[config.mk]
export PLATFORM = sky130hd
export DESIGN_NAME = aqs_top
export DESIGN_NICKNAME = d
export VERILOG_FILES = /design/src/hdl/aqs_pkg.sv /design/src/hdl/aqs_top.sv
export VERILOG_INCLUDE_DIRS = /design/src /design/src/hdl
export SDC_FILE = /design/constraint.sdc
export NUM_CORES = 2
export LEC_CHECK = 0
export BUFFER_PORTS_ARGS = -buffer_cell sky130_fd_sc_hd__buf_4
export CELL_PAD_IN_SITES_DETAIL_PLACEMENT = 0
export CELL_PAD_IN_SITES_GLOBAL_PLACEMENT = 1
export CORE_MARGIN = 8
export CORE_UTILIZATION = 50
export DETAILED_ROUTE_END_ITERATION = 10
export HOLD_SLACK_MARGIN = 0.12
export PLACE_DENSITY_LB_ADDON = 0.1
export SLEW_MARGIN = 15
export SYNTH_ARGS = -nofsm -noshare
export SYNTH_HDL_FRONTEND = slang
export SYNTH_SLANG_ARGS = --single-unit
[constraint.sdc]
create_clock -name core_clk_i -period 4.2 [get_ports core_clk_i]
set_input_delay 0.84 -clock core_clk_i [delete_from_list [all_inputs] [get_ports core_clk_i]]
set_output_delay 0.84 -clock core_clk_i [all_outputs]
set_load 0.03 [all_outputs]
[src/hdl/aqs_params.svh]
`ifndef AQS_PARAMS_SVH
`define AQS_PARAMS_SVH

// ==========================================================
// register map (byte addresses)
`define AQS_OFF_Q1CTRL   12'h000
`define AQS_OFF_Q2CTRL   12'h004
`define AQS_OFF_STATUS   12'h008
`define AQS_OFF_FLAGS    12'h00c
`define AQS_PAGE_CCW     4'h2
`define AQS_PAGE_RES     4'h3

// ==========================================================
// control fields
`define AQS_BIT_EN       0
`define AQS_BIT_CONT     1
`define AQS_BIT_SWTRIG   2
`define AQS_BIT_RESUME   3
`define AQS_Q2BEG_LSB    8
`define AQS_Q2BEG_MSB    14
`define AQS_Q2BEG_RST    7'h40

// ==========================================================
// command word fields
`define AQS_CW_CH_MSB    5
`define AQS_CW_IST_LSB   6
`define AQS_CW_IST_MSB   7
`define AQS_CW_BYP       8
`define AQS_CW_PAUSE     9

// ==========================================================
// channel codes
`define AQS_CH_EOQ       6'h3f
`define AQS_CH_REF_HIGH  6'h3c
`define AQS_CH_REF_LOW   6'h3d
`define AQS_CH_REF_MID   6'h3e
`define AQS_SEL_REF_HIGH 5'h10
`define AQS_SEL_REF_LOW  5'h11
`define AQS_SEL_REF_MID  5'h12
`define AQS_SEL_NONE     5'h1f

// ==========================================================
// phase lengths in conversion clocks, SAR start code, table end
`define AQS_INIT_CYC     5'h02
`define AQS_FINAL_BASE   5'h02
`define AQS_RES_CYC      5'h0a
`define AQS_SAR_START    10'h200
`define AQS_TABLE_END    7'h40

`endif

[src/hdl/aqs_pkg.sv]
package aqs_pkg;

    typedef enum logic [5:0] {
        ST_IDLE  = 6'b000001,
        ST_FETCH = 6'b000010,
        ST_INIT  = 6'b000100,
        ST_FINAL = 6'b001000,
        ST_RES   = 6'b010000,
        ST_STORE = 6'b100000
    } aqs_seq_t;

    typedef enum logic [4:0] {
        Q_IDLE   = 5'b00001,
        Q_ACTIVE = 5'b00010,
        Q_PAUSED = 5'b00100,
        Q_SUSP   = 5'b01000,
        Q_PEND   = 5'b10000
    } aqs_qstate_t;

endpackage : aqs_pkg

[src/hdl/aqs_top.sv]
`timescale 1ns/1ps
`default_nettype none
`include "aqs_params.svh"

// Contract
// RULE1 - non-bypassed conversion samples through the buffer for exactly two conversion clocks
// RULE2 - final sample lasts 2, 4, 8 or 16 clocks per sample_time_select
// RULE3 - resolution phase lasts ten conversion clocks, filling the approximation register
// RULE4 - amp_bypass_bit set skips the buffered initial sample phase
// RULE5 - software gives bypassed words a final sample of at least four clocks
// RULE6 - software should avoid two-clock sample in bypass at high clock rates
// RULE7 - selector picks one of 16 pins or reference high, low, mid
// RULE8 - result resolved MSB first, ten bits stored at the word's result slot
// RULE9 - 64-entry command table holds one or two queues
// RULE10 - a triggered queue converts its words in order, storing each result
// RULE11 - with no queue active, a trigger starts that queue at once
// RULE12 - queue 2 trigger during queue 1 activity waits as trigger pending
// RULE13 - further queue 2 triggers while pending count as overrun
// RULE14 - queue 1 trigger aborts active queue 2 and marks it suspended
// RULE15 - queue 2 triggers while suspended count as overrun
// RULE16 - suspended queue 2 resumes after queue 1; resume bit picks start word
// RULE17 - simultaneous triggers start queue 1, queue 2 becomes trigger pending
// RULE18 - after a pause word converts, queue pauses, flags it, awaits trigger
// RULE19 - queue mode governs all its subqueues; scan mode applies to whole queue
// RULE20 - after pause continue with next word; no subqueue repeats mid-queue
// RULE21 - triggers during subqueue execution are ignored but set overrun
// RULE22 - continuous scan: trigger after completion restarts at first word
// RULE23 - channel 63 ends the queue: completion flag, idle, no conversion
// RULE24 - end of queue beats pause on the same word: no pause flag
// RULE25 - status shows idle, active, paused, suspended or pending per queue
module aqs_top
    import aqs_pkg::*;
#(
    parameter int PRESCALE = 25
)(
    // clock and reset
    input  wire logic        core_clk_i,
    input  wire logic        rst_n_i,
    // apb slave
    input  wire logic        psel_i,
    input  wire logic        penable_i,
    input  wire logic        pwrite_i,
    input  wire logic [11:0] paddr_i,
    input  wire logic [31:0] pwdata_i,
    output logic      [31:0] prdata_o,
    output logic             pready_o,
    output logic             pslverr_o,
    // external trigger pins
    input  wire logic        trig1_i,
    input  wire logic        trig2_i,
    // analog front end
    input  wire logic        cmp_i,
    output logic      [4:0]  mux_sel_o,
    output logic             amp_buf_o,
    output logic             sample_o,
    output logic      [9:0]  dac_code_o
);

    initial
    begin
        if (PRESCALE < 3 || PRESCALE > 256)
            $error("aqs_top: PRESCALE must be 3..256");
    end

    // ==========================================================
    // storage and registers
    logic [9:0]  ccw_mem [64];
    logic [9:0]  res_mem [64];
    logic        q1_en;
    logic        q1_cont;
    logic        q2_en;
    logic        q2_cont;
    logic        q2_resume;
    logic [6:0]  q2_begin;
    logic [5:0]  flags;
    aqs_qstate_t q1_state;
    aqs_qstate_t q2_state;
    logic [6:0]  q1_ptr;
    logic [6:0]  q2_ptr;
    logic [6:0]  q2_sub;
    aqs_seq_t    seq_state;
    logic        seq_q;
    logic [9:0]  word;
    logic [4:0]  cnt;
    logic [3:0]  bit_idx;

    // ==========================================================
    // apb decode
    logic        acc;
    logic        wr;
    logic [5:0]  widx;
    logic        is_ccw;
    logic        is_res;
    logic        sw1;
    logic        sw2;

    assign acc    = psel_i & penable_i & ~pready_o;
    assign wr     = acc & pwrite_i;
    assign widx   = paddr_i[7:2];
    assign is_ccw = paddr_i[11:8] == `AQS_PAGE_CCW;
    assign is_res = paddr_i[11:8] == `AQS_PAGE_RES;
    assign sw1    = wr & (paddr_i == `AQS_OFF_Q1CTRL) & pwdata_i[`AQS_BIT_SWTRIG];
    assign sw2    = wr & (paddr_i == `AQS_OFF_Q2CTRL) & pwdata_i[`AQS_BIT_SWTRIG];

    // ==========================================================
    // conversion clock enable
    logic [7:0] div_cnt;
    logic       conv_tick;

    always_ff @(posedge core_clk_i or negedge rst_n_i)
    begin
        if (!rst_n_i)
        begin
            div_cnt   <= 8'h00;
            conv_tick <= 1'b0;
        end
        else if (div_cnt == 8'(PRESCALE - 1))
        begin
            div_cnt   <= 8'h00;
            conv_tick <= 1'b1;
        end
        else
        begin
            div_cnt   <= div_cnt + 8'h01;
            conv_tick <= 1'b0;
        end
    end

    // ==========================================================
    // pin synchronisers
    logic [2:0] t1_sync;
    logic [2:0] t2_sync;
    logic [1:0] cmp_sync;

    always_ff @(posedge core_clk_i or negedge rst_n_i)
    begin
        if (!rst_n_i)
        begin
            t1_sync  <= 3'h0;
            t2_sync  <= 3'h0;
            cmp_sync <= 2'h0;
        end
        else
        begin
            t1_sync  <= {t1_sync[1:0], trig1_i};
            t2_sync  <= {t2_sync[1:0], trig2_i};
            cmp_sync <= {cmp_sync[0], cmp_i};
        end
    end

    // ==========================================================
    // trigger arbitration
    logic t1;
    logic t2;
    logic t1_take;
    logic preempt;
    logic abort2;
    logic q1_busy_next;
    logic [6:0] cur_ptr;
    logic [9:0] cur_word;
    logic end_of_queue_code;
    logic ev_store;
    logic ev_done;
    logic ev_pause;
    logic c1;
    logic c2;
    logic p1;
    logic p2;
    logic s1;
    logic s2;

    // disabled queues never see a trigger
    assign t1      = q1_en & ((t1_sync[1] & ~t1_sync[2]) | sw1); // RULE19
    assign t2      = q2_en & ((t2_sync[1] & ~t2_sync[2]) | sw2); // RULE19
    assign t1_take = t1 & (q1_state == Q_IDLE || q1_state == Q_PAUSED);
    assign preempt = t1_take & (q2_state == Q_ACTIVE); // RULE14
    assign abort2  = preempt & seq_q;

    assign cur_ptr  = seq_q ? q2_ptr : q1_ptr;
    assign cur_word = ccw_mem[cur_ptr[5:0]];
    // table end and queue 2 start both close queue 1
    assign end_of_queue_code = (cur_word[`AQS_CW_CH_MSB:0] == `AQS_CH_EOQ) // RULE23
               | (cur_ptr >= `AQS_TABLE_END)
               | (~seq_q & (cur_ptr == q2_begin));

    assign ev_done  = (seq_state == ST_FETCH) & end_of_queue_code & ~abort2;
    assign ev_store = (seq_state == ST_STORE) & ~abort2;
    assign ev_pause = ev_store & word[`AQS_CW_PAUSE];
    assign c1 = ev_done & ~seq_q;
    assign c2 = ev_done & seq_q;
    assign p1 = ev_pause & ~seq_q;
    assign p2 = ev_pause & seq_q;
    assign s1 = ev_store & ~seq_q;
    assign s2 = ev_store & seq_q;

    assign q1_busy_next = ((q1_state == Q_ACTIVE) & ~c1 & ~p1) | t1_take;

    // ==========================================================
    // queue 1 state
    always_ff @(posedge core_clk_i or negedge rst_n_i)
    begin
        if (!rst_n_i)
        begin
            q1_state <= Q_IDLE;
            q1_ptr   <= 7'h00;
        end
        else
        begin
            if (c1)
                q1_state <= Q_IDLE; // RULE23
            else if (p1)
                q1_state <= Q_PAUSED; // RULE18
            else if (t1_take)
                q1_state <= Q_ACTIVE; // RULE11
            if (t1_take && q1_state == Q_IDLE)
                q1_ptr <= 7'h00; // RULE22
            else if (s1)
                q1_ptr <= q1_ptr + 7'h01; // RULE20
        end
    end

    // ==========================================================
    // queue 2 state
    always_ff @(posedge core_clk_i or negedge rst_n_i)
    begin
        if (!rst_n_i)
        begin
            q2_state <= Q_IDLE;
            q2_ptr   <= `AQS_Q2BEG_RST;
            q2_sub   <= `AQS_Q2BEG_RST;
        end
        else
        begin
            case (q2_state)
                Q_IDLE, Q_PAUSED:
                begin
                    if (t2)
                    begin
                        // a same-cycle queue 1 trigger also lands here
                        q2_state <= q1_busy_next ? Q_PEND : Q_ACTIVE; // RULE12 RULE17
                        if (q2_state == Q_IDLE)
                        begin
                            q2_ptr <= q2_begin; // RULE22
                            q2_sub <= q2_begin;
                        end
                    end
                end
                Q_ACTIVE:
                begin
                    if (preempt)
                        q2_state <= Q_SUSP; // RULE14
                    else if (c2)
                        q2_state <= Q_IDLE; // RULE23
                    else if (p2)
                        q2_state <= Q_PAUSED; // RULE18
                    if (s2)
                    begin
                        q2_ptr <= q2_ptr + 7'h01;
                        if (word[`AQS_CW_PAUSE])
                            q2_sub <= q2_ptr + 7'h01;
                    end
                end
                Q_SUSP, Q_PEND:
                begin
                    if (!q1_busy_next)
                    begin
                        q2_state <= Q_ACTIVE; // RULE16
                        if (q2_state == Q_SUSP && !q2_resume)
                            q2_ptr <= q2_sub; // RULE16
                    end
                end
                default:
                    q2_state <= Q_IDLE;
            endcase
        end
    end

    // ==========================================================
    // conversion sequencer
    always_ff @(posedge core_clk_i or negedge rst_n_i)
    begin
        if (!rst_n_i)
        begin
            seq_state  <= ST_IDLE;
            seq_q      <= 1'b0;
            word       <= 10'h000;
            cnt        <= 5'h00;
            bit_idx    <= 4'h0;
            dac_code_o <= 10'h000;
            mux_sel_o  <= `AQS_SEL_NONE;
        end
        else if (abort2 && seq_state != ST_IDLE)
            seq_state <= ST_IDLE; // RULE14
        else
        begin
            case (seq_state)
                ST_IDLE:
                begin
                    // queue 1 always wins the converter
                    if (q1_state == Q_ACTIVE)
                    begin
                        seq_q     <= 1'b0;
                        seq_state <= ST_FETCH;
                    end
                    else if (q2_state == Q_ACTIVE)
                    begin
                        seq_q     <= 1'b1;
                        seq_state <= ST_FETCH;
                    end
                end
                ST_FETCH:
                begin
                    // end of queue wins over a pause on the same word
                    if (end_of_queue_code)
                        seq_state <= ST_IDLE; // RULE24
                    else if (conv_tick)
                    begin
                        // start on a tick so each phase is whole clocks
                        word <= cur_word;
                        cnt  <= 5'h00;
                        seq_state <= cur_word[`AQS_CW_BYP] ? ST_FINAL : ST_INIT; // RULE4
                        case (cur_word[`AQS_CW_CH_MSB:0]) // RULE7
                            `AQS_CH_REF_HIGH: mux_sel_o <= `AQS_SEL_REF_HIGH;
                            `AQS_CH_REF_LOW:  mux_sel_o <= `AQS_SEL_REF_LOW;
                            `AQS_CH_REF_MID:  mux_sel_o <= `AQS_SEL_REF_MID;
                            default:
                                mux_sel_o <= cur_word[`AQS_CW_CH_MSB:4] == 2'h0
                                           ? {1'b0, cur_word[3:0]} : `AQS_SEL_NONE;
                        endcase
                    end
                end
                ST_INIT:
                begin
                    if (conv_tick)
                    begin
                        if (cnt == `AQS_INIT_CYC - 5'h01)
                        begin
                            cnt       <= 5'h00;
                            seq_state <= ST_FINAL; // RULE1
                        end
                        else
                            cnt <= cnt + 5'h01;
                    end
                end
                ST_FINAL:
                begin
                    if (conv_tick)
                    begin
                        if (cnt == (`AQS_FINAL_BASE << word[`AQS_CW_IST_MSB:`AQS_CW_IST_LSB])
                                   - 5'h01)
                        begin
                            cnt        <= 5'h00;
                            bit_idx    <= 4'h9;
                            dac_code_o <= `AQS_SAR_START;
                            seq_state  <= ST_RES; // RULE2
                        end
                        else
                            cnt <= cnt + 5'h01;
                    end
                end
                ST_RES:
                begin
                    if (conv_tick)
                    begin
                        // comparator high keeps the trial bit
                        dac_code_o[bit_idx] <= cmp_sync[1]; // RULE8
                        if (bit_idx != 4'h0)
                            dac_code_o[bit_idx - 4'h1] <= 1'b1;
                        bit_idx <= bit_idx - 4'h1;
                        if (cnt == `AQS_RES_CYC - 5'h01)
                            seq_state <= ST_STORE; // RULE3
                        else
                            cnt <= cnt + 5'h01;
                    end
                end
                ST_STORE:
                    seq_state <= ST_IDLE; // RULE10
                default:
                    seq_state <= ST_IDLE;
            endcase
        end
    end

    // ==========================================================
    // analog phase strobes, one core cycle behind the state
    always_ff @(posedge core_clk_i or negedge rst_n_i)
    begin
        if (!rst_n_i)
        begin
            amp_buf_o <= 1'b0;
            sample_o  <= 1'b0;
        end
        else
        begin
            amp_buf_o <= seq_state == ST_INIT;
            sample_o  <= (seq_state == ST_INIT) | (seq_state == ST_FINAL);
        end
    end

    // ==========================================================
    // tables
    always_ff @(posedge core_clk_i)
    begin
        if (wr && is_ccw)
            ccw_mem[widx] <= pwdata_i[9:0]; // RULE9
        if (ev_store)
            res_mem[cur_ptr[5:0]] <= dac_code_o; // RULE8
    end

    // ==========================================================
    // control registers and sticky flags
    logic [5:0] flag_set;

    assign flag_set = {t2 & (q2_state == Q_ACTIVE || q2_state == Q_SUSP
                             || q2_state == Q_PEND), // RULE13 RULE15 RULE21
                       p2, c2,
                       t1 & (q1_state == Q_ACTIVE), // RULE21
                       p1, c1}; // RULE18

    always_ff @(posedge core_clk_i or negedge rst_n_i)
    begin
        if (!rst_n_i)
        begin
            q1_en     <= 1'b0;
            q1_cont   <= 1'b0;
            q2_en     <= 1'b0;
            q2_cont   <= 1'b0;
            q2_resume <= 1'b0;
            q2_begin  <= `AQS_Q2BEG_RST;
            flags     <= 6'h00;
        end
        else
        begin
            // single scan drops its enable when the queue ends
            if (c1 && !q1_cont)
                q1_en <= 1'b0; // RULE19
            if (c2 && !q2_cont)
                q2_en <= 1'b0; // RULE19
            if (wr && paddr_i == `AQS_OFF_Q1CTRL)
            begin
                q1_en   <= pwdata_i[`AQS_BIT_EN];
                q1_cont <= pwdata_i[`AQS_BIT_CONT];
            end
            if (wr && paddr_i == `AQS_OFF_Q2CTRL)
            begin
                q2_en     <= pwdata_i[`AQS_BIT_EN];
                q2_cont   <= pwdata_i[`AQS_BIT_CONT];
                q2_resume <= pwdata_i[`AQS_BIT_RESUME];
                q2_begin  <= pwdata_i[`AQS_Q2BEG_MSB:`AQS_Q2BEG_LSB];
            end
            // set beats the write-one clear
            if (wr && paddr_i == `AQS_OFF_FLAGS)
                flags <= (flags & ~pwdata_i[5:0]) | flag_set;
            else
                flags <= flags | flag_set;
        end
    end

    // ==========================================================
    // apb answer, one wait state on every access
    always_ff @(posedge core_clk_i or negedge rst_n_i)
    begin
        if (!rst_n_i)
        begin
            pready_o  <= 1'b0;
            pslverr_o <= 1'b0;
            prdata_o  <= 32'h0000_0000;
        end
        else
        begin
            pready_o  <= acc;
            pslverr_o <= 1'b0;
            prdata_o  <= 32'h0000_0000;
            if (acc && !pwrite_i)
            begin
                if (is_ccw)
                    prdata_o <= {22'h000000, ccw_mem[widx]};
                else if (is_res)
                    prdata_o <= {22'h000000, res_mem[widx]};
                else
                    case (paddr_i)
                        `AQS_OFF_Q1CTRL:
                            prdata_o <= {30'h0, q1_cont, q1_en};
                        `AQS_OFF_Q2CTRL:
                            prdata_o <= {17'h0, q2_begin, 4'h0, q2_resume, 1'b0,
                                         q2_cont, q2_en};
                        `AQS_OFF_STATUS:
                            prdata_o <= {7'h0, ~seq_state[0], 1'b0, cur_ptr,
                                         3'h0, q2_state, 3'h0, q1_state}; // RULE25
                        `AQS_OFF_FLAGS:
                            prdata_o <= {26'h0, flags};
                        default:
                            pslverr_o <= 1'b1;
                    endcase
            end
            else if (acc && !(is_ccw || paddr_i == `AQS_OFF_Q1CTRL
                              || paddr_i == `AQS_OFF_Q2CTRL || paddr_i == `AQS_OFF_FLAGS))
                pslverr_o <= 1'b1;
        end
    end

endmodule : aqs_top

`default_nettype wire

==> flow_summary.yaml <==
route:
  vias: 39205
  dr.pass1.iters: 9
  viasPerCell: 6.652
  wl_per_cell_um: 35.57
  drc: 0
  wirelength_um: 209700
  drt-initial-drc-count: 5628
  ant_nets: 0
sta:
  final.min_clock_period_ns: 4.280
  period_share: 1.019
  setup_viol_count_final: 4
  hold_viol_final: 0
  worst_pin_slew_ns: 1.128
  setup_tns_ns: -0.1426
  drv_slew: 0
  fin_ws_ns: -0.07989
  slew_headroom: 0.2380
  max_freq_mhz: 233.7
  clock_skew_ns: 0.02613
  grt_setup_unrepaired: "yes"
die:
  io-pin-count: 103
  start_util: 0.5017
  die_h_um: 364.8
  fp-row-count: 128
  coreArea_um2: 121200
  die_x_um: 364.8
  die-area_um2: 133100
setup_path:
  crit_type: "reg2reg"
  reg2reg_to: "seq_state[2]$_DFFE_PN0P_"
  worstPathArrival_ns: 4.95
  worstSetupStartpointType: "flip-flop"
  r2r_cells: 15
  slowest_stage: "dfrtp_4"
  max_stage_delay_ns: 0.54
  cp-startpoint: "seq_q$_DFFE_PN0P_"
  endpoint_kind: "flip-flop"
  cp.required_ns: 4.87
  critical_path.endpoint: "seq_state[2]$_DFFE_PN0P_"
  timing.critical_path.fanout_max: 25
  worstReg2RegStart: "seq_q$_DFFE_PN0P_"
  crit_top_cell: "buf_4"
  cp_cell_sequence: "mux2_8, buf_12, buf_12, buf_4, buf_4, nand2_1, o221ai_1, a21oi_1, o22ai_1, a2111o_1, nor3_1, buf_4, nor3b_1, a21oi_1, nor2_1"
  r2r_slack_ns: -0.08
placed_design:
  gp_congestion: 0.9849
  place_worst_setup_slack_ns: -0.3504
  hpwl_um: 142600
  port_buffers: 76
cts:
  cts_buffers: 151
  cts_tree: "done"
  htree_levels: 4
  clk_pin_slew_worst_paths_ns: 0.06
  cts_root_buf: "clkbuf_16"
  clock_latency_ns: 0.79
  clock-sinks: 1405
  clockBufferDepth: 3
status:
  failed_checks: "negative setup slack"
  status: "finished with violations"
final_layout:
  final_common_cell: "edfxtp_1"
  drive_above_1_share: 0.3036
  synthToLayoutAreaGrowth_pct: 18.41
  final_cell_mix: "edfxtp_1 (1280), buf_4 (531), mux4_2 (374)"
  fin_nets: 4206
synthesis:
  synth-seq-cells: 1405
  synth.yosys.warnings: 0
  syn_inst: 3638
  syn_area_um2: 60820
  synth_ff_type: "edfxtp_1"
  synth-edff-count: 1280
  async_flop_share: 0.08897
  avgSynthCellArea_um2: 16.72
  ys_seq_area_frac: 0.6837
  yosysUniqueCellTypes: 89
worst_hold_path:
  hp-start: "trig1_i"
  hp-class: "in2reg"
grt:
  grt_overflow_total: 0
  grt_antenna_before_repair: 4
  grt_use_total: 0.3110
  grt_max_degree: 79
  grt_pass1_vias: 38903
  grt_pass1_wl_um: 291600
pwr:
  cellPowerDensity_nw_per_um2: 510.3
  power.leakage_nw: 26.18
  ir_drop_mv: 0.5542
flow_run:
  drv_cap: 0
[critical path: cells and delay by family, from the launching register on]
kind	cells	cell delay, ns
AOI/OAI and AO/OA	5	1.47
buffers and inverters	5	0.88
and+or+nand+nor	4	0.84
DFF	1	0.54
muxes	1	0.42
[synthesized netlist by cell type, types with 15 or more instances]
library cell  instances  share of area
o22ai_1              93         0.0096
clkbuf_1            134         0.0083
mux2_2               27         0.0050
a221oi_1             33         0.0048
o211ai_1             19         0.0023
mux4_2              374           0.14
nand2_1             250          0.015
nor4_1               15         0.0015
o21ai_0             102         0.0084
a31oi_1              31         0.0032
a22oi_1              48         0.0059
a21oi_1              89         0.0073
mux2i_1             102          0.017
nor3_1               41         0.0034
buf_2                53         0.0044
a32oi_1              23         0.0033
xor2_1               17         0.0024
nor2_1              313          0.019
a222oi_1             29         0.0048
o221ai_1             20         0.0029
nand3_1              60         0.0049
inv_1                27         0.0017
a211oi_1             20         0.0025
dfrtp_1             114          0.047
buf_1                44         0.0027
edfxtp_1           1280           0.63
[metrics by stage]
step                total power [W]  instance area [um^2]  hold slack (ns)  cells  utilization
global route                0.03764                 72010           0.1309   5890       0.5939
CTS                         0.03638                 71700           0.1209   5871       0.5914
detailed placement          0.02331                 66740           0.3355   5586       0.5505
global placement            0.02329                 66740           0.3335   5586       0.5505
floorplan                   0.01939                 60850           0.3312   3646            -
finish                      0.03675                 72020           0.1665   5894       0.5940
[timing repair]
item                                    in CTS  in global routing
endpoints found under the hold margin       72                  0
gates resized for setup                     14                 32
hold buffers                                 2                  0
endpoints found under the setup margin      33                 21
setup buffers                                7                 17
pin swaps                                    1                 13
gates cloned                                 1                  2
[flip-flops by register name, summed over array words and instances (netlist names), 2 cells and up]
register,cells
ccw_mem,640
res_mem,640
prdata_o,23
dac_code_o,10
div_cnt,8
q1_ptr,7
q2_begin,7
q2_ptr,7
q2_sub,7
flags,6
seq_state,6
cnt,5
mux_sel_o,5
q2_state,5
bit_idx,4
q1_state,3
t1_sync,3
t2_sync,3
word,3
cmp_sync,2
[layer usage]
| layer | wire, um | global-route usage |
|---|---|---|
| met1 | 78440 | 0.4091 |
| met2 | 97000 | 0.4874 |
| met3 | 20240 | 0.06682 |
| met4 | 13960 | 0.1679 |
| met5 | 13 | 0 |
[cell type report]
type                       instances  area, um^2
sequential                      1405       41600
tap                             1625        2033
clock inverter                    92       839.6
inverter                          27       103.9
fill                            9188       49220
antenna                            4       10.01
multi-input combinational       1962       18240
clock buffer                     183        3963
timing repair buffer             596        5236
[how the worst min path moves through the flow]
stage / depth (start not counted) / endpoint / slack [ns]
after global routing: 1 / cmp_sync[0]$_DFF_PN0_ / 0.13
after global placement: 0 / t2_sync[1]$_DFF_PN0_ / 0.33
after CTS: 1 / t1_sync[0]$_DFF_PN0_ / 0.12
final: 1 / t1_sync[0]$_DFF_PN0_ / 0.17
after detailed placement: 0 / t2_sync[1]$_DFF_PN0_ / 0.34
after floorplan: 0 / cmp_sync[1]$_DFF_PN0_ / 0.33
[logic make-up (layout without fill, tap and decap cells)]
family          after synthesis  after routing  share of synthesized area
mux                         512            513                     0.1622
buf+inv                     280            898                    0.02022
simple gates                802            802                    0.05894
compound gates              602            602                    0.06906
fa+ha+maj                    11             11                   0.002263
other cells                   1             13                 0.00006166
flops                      1405           1405                     0.6837
xor+xnor                     25             25                   0.003600
[power by group]
group / internal, W / switching (W)
combinational: 0.00322 / 0.00513
clock: 0.00740 / 0.00558
sequential: 0.0153 / 0.000131
total: 0.0259 / 0.0108
Note: power is estimated with default switching activity, not from simulation.
